[config.mk]
export PLATFORM = sky130hd
export DESIGN_NAME = rpc_regulator_ctrl
export DESIGN_NICKNAME = d
export VERILOG_FILES = /design/src/pkg/rpc_pkg.sv /design/src/rtl/rpc_mem_gate.sv /design/src/rtl/rpc_regulator_ctrl.sv
export SDC_FILE = /design/constraint.sdc
export NUM_CORES = 1
export LEC_CHECK = 0
export ABC_AREA = 1
export BUFFER_PORTS_ARGS = -buffer_cell sky130_fd_sc_hd__buf_4
export CAP_MARGIN = 20
export CORE_MARGIN = 5
export CORE_UTILIZATION = 40
export CTS_CLUSTER_DIAMETER = 100
export DETAILED_ROUTE_END_ITERATION = 12
export GPL_TIMING_DRIVEN = 0
export PLACE_DENSITY = 0.74
export SYNTH_ARGS = -nofsm -noshare
export SYNTH_HDL_FRONTEND = slang
export SYNTH_SLANG_ARGS = --single-unit
[constraint.sdc]
create_clock -name i_clk_sys -period 1 [get_ports i_clk_sys]
set_input_delay 0.2 -clock i_clk_sys [delete_from_list [all_inputs] [get_ports i_clk_sys]]
set_output_delay 0.2 -clock i_clk_sys [all_outputs]
set_load 0.02 [all_outputs]
[src/pkg/rpc_pkg.sv]
/*
 * Shared constants for the regulator power control register: offset,
 * field positions, reset value and timing of the memory power gate.
 * Assumes an 8-bit special-function-register space with 8-bit addresses.
 */
package rpc_pkg;

   localparam logic [7:0] REG_CTRL_OFFSET = 8'hC9;
   localparam logic [7:0] REG_CTRL_RESET = 8'h00;

   localparam int BIT_AUX_DISABLE = 7;
   localparam int BIT_BUS_POWER = 6;
   localparam int BIT_RSVD_HI = 5;
   localparam int BIT_AUX_LOW_POWER = 4;
   localparam int BIT_HALT_CORE_OFF = 3;
   localparam int BIT_RSVD_LO = 2;
   localparam int BIT_CORE_LOW_POWER = 1;
   localparam int BIT_MEM_GATING = 0;

   // Clocks skipped while the code memory supply settles.
   localparam int MEM_SETTLE_CLOCKS = 20;

   typedef enum logic [1:0] {
      RPC_MEM_ON = 2'b00,
      RPC_MEM_OFF = 2'b01,
      RPC_MEM_SETTLE = 2'b10
   } rpc_mem_state_t;

endpackage : rpc_pkg

[src/rtl/rpc_mem_gate.sv]
/*
 * Code memory power gate. Powers the memory down between fetches when
 * gating is allowed, and on power-up holds off reads for a settle time.
 * Assumes i_fetch_req is a same-clock request from the fetch unit.
 */
`timescale 1ns/100ps
module rpc_mem_gate #(
   parameter int SETTLE_CLOCKS = rpc_pkg::MEM_SETTLE_CLOCKS
) (
   // Clock and reset
   input wire logic i_clk_sys,
   input wire logic i_rst,
   // Control
   input wire logic i_gate_allow,
   input wire logic i_fetch_req,
   // Memory side
   output logic o_mem_power_on,
   output logic o_fetch_stall
);

   localparam int CW = $clog2(SETTLE_CLOCKS + 1);

   initial begin
      if (SETTLE_CLOCKS < 1 || SETTLE_CLOCKS > 255) begin
         $error("SETTLE_CLOCKS out of range");
      end
   end

   rpc_pkg::rpc_mem_state_t state;
   rpc_pkg::rpc_mem_state_t next_state;
   logic [CW-1:0] count;

   always_comb begin
      next_state = state;
      case (state)
         rpc_pkg::RPC_MEM_ON: begin
            if (i_gate_allow && !i_fetch_req) begin
               next_state = rpc_pkg::RPC_MEM_OFF;
            end
         end
         rpc_pkg::RPC_MEM_OFF: begin
            if (i_fetch_req || !i_gate_allow) begin
               next_state = rpc_pkg::RPC_MEM_SETTLE;
            end
         end
         rpc_pkg::RPC_MEM_SETTLE: begin
            if (count == CW'(SETTLE_CLOCKS - 1)) begin
               next_state = rpc_pkg::RPC_MEM_ON;
            end
         end
         default: begin
            next_state = rpc_pkg::RPC_MEM_ON;
         end
      endcase
   end

   always_ff @(posedge i_clk_sys or posedge i_rst) begin
      if (i_rst) begin
         state <= rpc_pkg::RPC_MEM_ON;
      end else begin
         state <= next_state;
      end
   end

   always_ff @(posedge i_clk_sys or posedge i_rst) begin
      if (i_rst) begin
         count <= '0;
      end else if (state == rpc_pkg::RPC_MEM_SETTLE) begin
         count <= count + CW'(1);
      end else begin
         count <= '0;
      end
   end

   // Power is restored as soon as settling starts, so it is up in time.
   always_ff @(posedge i_clk_sys or posedge i_rst) begin
      if (i_rst) begin
         o_mem_power_on <= 1'b1;
      end else begin
         o_mem_power_on <= (next_state != rpc_pkg::RPC_MEM_OFF);
      end
   end

   assign o_fetch_stall = (state != rpc_pkg::RPC_MEM_ON);

endmodule : rpc_mem_gate

[src/rtl/rpc_regulator_ctrl.sv]
/*
 * Regulator power control register with its power controls and the
 * code memory power gate.
 * Assumes a single-cycle register port on the system clock and an
 * asynchronous bus-power level from a pin.
 */
// Functional notes
// - Bit 7 set turns auxiliary regulator off.
// - Bit 6 reads live bus-power level.
// - Bit 4 selects auxiliary regulator low-power mode.
// - Bit 3 clear keeps core regulator in halt.
// - Bit 3 set shuts core regulator in halt.
// - Bit 1 selects core regulator low-power mode.
// - Bit 0 gates memory power between fetches.
// - Bit 0 clear keeps code memory powered.
// - Prefetch engine enabled overrides memory gating.
// - Memory power-up stalls fetch up to twenty-one clocks.
`timescale 1ns/100ps
module rpc_regulator_ctrl #(
   parameter int SETTLE_CLOCKS = rpc_pkg::MEM_SETTLE_CLOCKS
) (
   // Clock and reset
   input wire logic i_clk_sys,
   input wire logic i_rst,
   // Register port
   input wire logic [7:0] i_addr,
   input wire logic [7:0] i_wdata,
   input wire logic i_wr,
   input wire logic i_rd,
   output logic [7:0] o_rdata,
   // Device status
   input wire logic i_bus_power,
   input wire logic i_halt,
   input wire logic i_prefetch_en,
   input wire logic i_fetch_req,
   // Power controls
   output logic o_aux_regulator_en,
   output logic o_aux_regulator_low_power,
   output logic o_core_regulator_on,
   output logic o_core_regulator_low_power,
   output logic o_soft_reset_allowed,
   output logic o_mem_power_on,
   output logic o_fetch_stall
);

   ////////////////////////////////////////////////////////////////////////
   // Register storage.

   logic [7:0] ctrl;
   logic bus_power_meta;
   logic bus_power_sync;
   logic hit;

   assign hit = (i_addr == rpc_pkg::REG_CTRL_OFFSET);

   // The status bit position is never stored; it always shows the pin.
   always_ff @(posedge i_clk_sys or posedge i_rst) begin
      if (i_rst) begin
         ctrl <= rpc_pkg::REG_CTRL_RESET;
      end else if (i_wr && hit) begin
         ctrl <= i_wdata;
         ctrl[rpc_pkg::BIT_BUS_POWER] <= 1'b0;
      end
   end

   always_ff @(posedge i_clk_sys or posedge i_rst) begin
      if (i_rst) begin
         bus_power_meta <= 1'b0;
         bus_power_sync <= 1'b0;
      end else begin
         bus_power_meta <= i_bus_power;
         bus_power_sync <= bus_power_meta;
      end
   end

   ////////////////////////////////////////////////////////////////////////
   // Read port; unmapped addresses read as zero.

   always_ff @(posedge i_clk_sys or posedge i_rst) begin
      if (i_rst) begin
         o_rdata <= 8'h00;
      end else if (i_rd && hit) begin
         o_rdata <= ctrl;
         o_rdata[rpc_pkg::BIT_BUS_POWER] <= bus_power_sync;
      end else begin
         o_rdata <= 8'h00;
      end
   end

   ////////////////////////////////////////////////////////////////////////
   // Regulator controls.

   always_ff @(posedge i_clk_sys or posedge i_rst) begin
      if (i_rst) begin
         o_aux_regulator_en <= 1'b1;
         o_aux_regulator_low_power <= 1'b0;
         o_core_regulator_low_power <= 1'b0;
      end else begin
         o_aux_regulator_en <= !ctrl[rpc_pkg::BIT_AUX_DISABLE];
         o_aux_regulator_low_power <=
            ctrl[rpc_pkg::BIT_AUX_LOW_POWER];
         // No interlock with the auxiliary regulator; software keeps it.
         o_core_regulator_low_power <=
            ctrl[rpc_pkg::BIT_CORE_LOW_POWER];
      end
   end

   // Shutting the core supply in halt leaves only the pin or a power
   // cycle able to wake the part, so soft reset sources are blocked.
   always_ff @(posedge i_clk_sys or posedge i_rst) begin
      if (i_rst) begin
         o_core_regulator_on <= 1'b1;
         o_soft_reset_allowed <= 1'b1;
      end else if (i_halt && ctrl[rpc_pkg::BIT_HALT_CORE_OFF]) begin
         o_core_regulator_on <= 1'b0;
         o_soft_reset_allowed <= 1'b0;
      end else begin
         o_core_regulator_on <= 1'b1;
         o_soft_reset_allowed <= 1'b1;
      end
   end

   ////////////////////////////////////////////////////////////////////////
   // Code memory power gate.

   logic gate_allow;

   assign gate_allow = ctrl[rpc_pkg::BIT_MEM_GATING] && !i_prefetch_en;

   rpc_mem_gate #(
      .SETTLE_CLOCKS(SETTLE_CLOCKS)
   ) u_mem_gate (
      .i_clk_sys(i_clk_sys),
      .i_rst(i_rst),
      .i_gate_allow(gate_allow),
      .i_fetch_req(i_fetch_req),
      .o_mem_power_on(o_mem_power_on),
      .o_fetch_stall(o_fetch_stall)
   );

endmodule : rpc_regulator_ctrl

* Yosys cells after proc, flatten, opt, wreduce, memory -nomap -nowiden
Cells that the tools add are included.
** Word-level totals
- Memories :: 0
- Register bits :: 29
- Latch bits :: 0
- Bits in writable memories :: 0
- Bits of input ports :: 24
- Bits in read-only memories :: 0
- Logic and storage cells :: 36
** Operators by class
- Eq/ne operators :: 5
- Divide/modulo/power cells :: 0
- Multipliers :: 0
- Order comparisons :: 0
- Bitwise gates (word level) :: 0
- Add/sub/neg operators :: 1
- Reduce and logical (&&, ||, !) cells :: 12
- Shift operators :: 0
- Multiplexer cells :: 7
** Operator list (number)
- equality test 8 bit (second input constant) :: 1
- two-way mux 8 bit :: 1
- two-way mux 2 bit :: 3
- case mux 2 bit (3 select lines) :: 1
- adder 5 x 1 -> 5 bit (second input constant) :: 1
- equality test 5 bit (second input constant) :: 1
- logical AND 1 bit :: 5
- two-way mux 5 bit :: 1
- zero test 1 bit :: 4
- equality test 2 x 1 -> 1 bit (second input constant) :: 1
- equality test 2 bit (second input constant) :: 1
- zero test 2 bit :: 1
- inequality test 2 x 1 -> 1 bit (second input constant) :: 1
- nonzero test 2 bit :: 1
- logical OR 1 bit :: 1
- two-way mux 1 bit :: 1

* Longest topological paths before layout
- Word-level depth :: 7
- Depth in mapped cells :: 6
- Mapped depth without buffers :: 6

* Modules after synthesis
Synthesis repeated with hierarchy kept, for this count alone.
** Unflattened totals
- Cells, all modules :: 116
- Area total of the unflattened synthesis :: 1193.6 um^2
** By module, submodules not included
- rpc_regulator_ctrl :: cells an instance 75, times used 1, area each 842.1 um^2
- rpc_mem_gate :: cells an instance 41, times used 1, area each 351.6 um^2

* Worst setup path after synthesis
OpenSTA, ideal clock, no wires.
- Path type :: register to register
- Start point :: register u_mem_gate.count[0]
- End point :: register u_mem_gate.count[4]
- Data required time :: 0.877 ns
- Arrival time :: 0.805 ns
- Setup slack :: 0.072 ns
- Cell stages (with the launch flop) :: 5
- Library setup time :: 0.123 ns
- Cells stage by stage :: dfrtp_1 -> ha_1 -> nand3_1 -> o21ai_0 -> a21oi_1
** On the way
- Word-level cells in the longest chain between the ends :: 2
** RTL lines
- start: declaration :: RTL line rpc_mem_gate.sv:31 : logic [CW-1:0] count;
- start signal: assignment :: RTL line rpc_mem_gate.sv:69 : count <= count + CW'(1);
- adder 5 x 1 -> 5 bit :: RTL line rpc_mem_gate.sv:69
- two-way mux 5 bit :: RTL line rpc_mem_gate.sv:68 : end else if (state == rpc_pkg::RPC_MEM_SETTLE) begin
Every way passes these cells.
A chain may end at the register's enable or synchronous reset.

* Worst setup path in the final report
- Start point :: register o_soft_reset_allowed
- End point :: output port o_soft_reset_allowed
** RTL lines
- start: declaration :: RTL line rpc_regulator_ctrl.sv:41 : output logic o_soft_reset_allowed,
- start signal: assignment :: RTL line rpc_regulator_ctrl.sv:113 : o_soft_reset_allowed <= 1'b1;
- start signal: assignment :: RTL line rpc_regulator_ctrl.sv:116 : o_soft_reset_allowed <= 1'b0;
- start signal: assignment :: RTL line rpc_regulator_ctrl.sv:119 : o_soft_reset_allowed <= 1'b1;
No word-level cell between the ends.

==> metrics.cfg <==
[status]
status = complete, but fails checks
violations = setup timing

[routing]
viasPerCell = 4.63
drtAntennaViolNets = 0
drc = 0
post_drt_wl_per_cell_um = 11.8
vias = 893
first_iter_violations = 16
drt-total-wl_um = 2280
firstDrtPassIters = 4

[finish]
antenna_cells = 0
drive_above_1_share_pct = 50.0
utilization_pct = 63.8
fin_nets = 186
fillers = 213
area_delta_synth_final_pct = 51.8

[synthesis]
netlist_instances = 110
yosysWarnings = 0
syn_area_per_cell_um2 = 10.6
synth-main-ff-cell = dfrtp_1
synth-adder-area-share_pct = 1.07
synthArstFlopShare_pct = 100
synth_edf_count = 0
synthMuxAreaShare_pct = 0
synthSimpleGateAreaFrac_pct = 26.0
synth_top_cell_by_area = dfrtp_1
synth_nets = 135
synth_top_family_by_area = simple AND/OR/NAND/NOR gates
ys_types = 18
yosysSeqAreaShare_pct = 62.4
syn_area_um2 = 1170
synth_area_leaders = dfrtp_1 56%, dfstp_2 6.7%, inv_1 6.7%
synth_common_cells = 26 x dfrtp_1, 21 x inv_1, 19 x nand2_1, 8 x nor2_2, 7 x nand4_1
synth_xor_area_share_pct = 0.749
synth_top_area_share_pct = 55.6
synth-compound-area-share_pct = 2.14
yosysMostFrequentCell = dfrtp_1
ys_ff_latch = 29

[sta]
setup_slack_ns = -0.263
period_share_pct = 126
worst_pin_slew_ns = 0.375
relSlewSlack_pct = 75.0
setup_viol = 15
hold_viol_final = 0
drv_slew = 0
finalCriticalPeriod_ns = 1.26
rsz0062_at_grt = yes
clock_skew_ns = 0.00591
max_freq_mhz = 792

[critical_path]
cp_cell_sequence = buf_6, buf_6
cpPeakStageDelay_ns = 0.55
cp_data_required_time_ns = 0.80
arrival_ns = 1.06
cp-start-kind = register
path_class = register to primary output
crit_path_end_kind = primary output
cp_max_fo = 2
crit_slowest_cell = dfstp_2
cpMostUsedCell = buf_6

[power]
p_per_area_nw_per_um2 = 1860
ir_worst_vdd_uv = 1280
p_leak_nw = 0.890
p_total_mw = 3.30

[clock_tree]
cts_tree = yes
clk_pin_slew_worst_paths_ns = 0.09
cts_sinks = 29
cts_max_path_buffers = 2
clock-root-buffer = clkbuf_4
insertion_delay_ns = 0.32
cts_max_level = 2
cts-buffers-inserted = 5

[placement]
place_congestion = 0.712
portBuffers = 36
place_hpwl_um = 1720

[floorplan]
floorplan.initialDensity_pct = 42.1
io_pins = 39
rows = 19
dieWidth_um = 64.1
die_h_um = 64.1
core_area_um2 = 2780
dieArea_um2 = 4110

[job]
cap_violations = 0

[grt]
grt_max_degree = 30
overflow = 0
antenna_found_initial = 0
first_global_vias = 960
grt_pass1_wl_um = 3890
track_usage_pct = 12.4

[min_path]
min_path_type = input pin to register

worst max-delay path, delay by kind of cell, from the launching register on:
| family | cells | cell delay (ns) |
|---|---|---|
| flops | 1 | 0.55 |
| buf+inv | 2 | 0.19 |
state kept, by name, indices dropped and copies added, names as in the netlist:
signal / cells
ctrl: 7
o_aux_regulator_en: 1
bus_power_sync: 1
u_mem_gate.o_mem_power_on: 1
o_soft_reset_allowed: 1
o_aux_regulator_low_power: 1
o_rdata: 8
o_core_regulator_low_power: 1
u_mem_gate.count: 5
u_mem_gate.state: 2
bus_power_meta: 1
area by class of cell:
cell class	count	area [um2]	area share [%]
tap	31	38.8	2.18
clock inverter	3	65.1	3.66
sequential	29	729	41.1
clock buffer	5	37.5	2.11
timing repair buffer	44	414	23.3
multi-input combinational	58	397	22.3
buffer	2	15.0	0.846
inverter	21	78.8	4.44
where the power goes:
part	total [mW]	internal, mW	switching (mW)
registers	1.39	1.29	0.0986
clock network	1.17	0.774	0.397
logic	0.739	0.383	0.357
total	3.30	2.44	0.852
placed cells by master (no fill, tap or decap):
cell type       n
dfrtp_1        26
buf_4          25
inv_1          18
nand2_1        16
buf_6          16
nor2_2          8
nand4_1         7
nand2_2         6
nor2_1          5
clkbuf_4        5
inv_2           3
dlygate4sd3_1   3
dfstp_2         3
nor2_8          2
nand3_4         2
o21ai_2         2
nand3_1         2
bufinv_16       2
clkbuf_1        1
nand3_2         1
nand2_4         1
a21oi_2         1
xnor2_1         1
nor3_2          1
o21ai_1         1
a21oi_1         1
ha_4            1
clkinv_2        1
buf_16          1
timing repair:
action | in CTS | in global routing
pin swaps | 0 | 3
gates resized for setup | 21 | 12
endpoints found under the hold margin | 2 | 4
endpoints found under the setup margin | 18 | 18
hold buffers | 2 | 1
buffers inserted | 2 | 3
cells by family after synthesis:
logic type,count (synthesis)
buffers and inverters,23
AO/OA/AOI/OAI,5
AND/OR/NAND/NOR,51
adder cells (fa/ha/maj),1
flip-flops,29
XOR/XNOR,1
per-layer routing:
metal	global-route usage, %	vias to the layer above	share of wire, %
met5	0	-	0
met4	6.23	0	1.3
met3	4.73	4	8.8
li1	-	440	-
met1	11.8	414	35
met2	22.9	35	55
per-stage QoR:
step / worst slack (ns) / instance area (um2) / setup TNS [ns] / cells / hold WS, ns
floorplan: 0.0718 / 1170 / 0 / 110 / 0.231
global placement: -0.126 / 1480 / -3.26 / 177 / 0.311
detailed placement: -0.209 / 1480 / -5.90 / 177 / 0.310
CTS: -0.281 / 1690 / -1.61 / 189 / 0.122
global route: -0.312 / 1780 / -2.07 / 193 / 0.138
finish: -0.263 / 1780 / -1.32 / 193 / 0.135
path summary, 6_finish.rpt:
kind	start	end	slack, ns	depth (start not counted)
worst max-delay path	o_soft_reset_allowed	o_soft_reset_allowed	-0.26	2
worst min-delay path	i_fetch_req	u_mem_gate.state[0]	0.13	4
worst max register to register	u_mem_gate.count[1]	u_mem_gate.count[3]	0.02	4
worst min register to register	bus_power_meta	bus_power_sync	0.36	0
max in group asynchronous	i_rst	o_soft_reset_allowed	0.13	4
min in group asynchronous	i_rst	u_mem_gate.state[1]	0.38	3
Power figures use the tool's default switching activity.
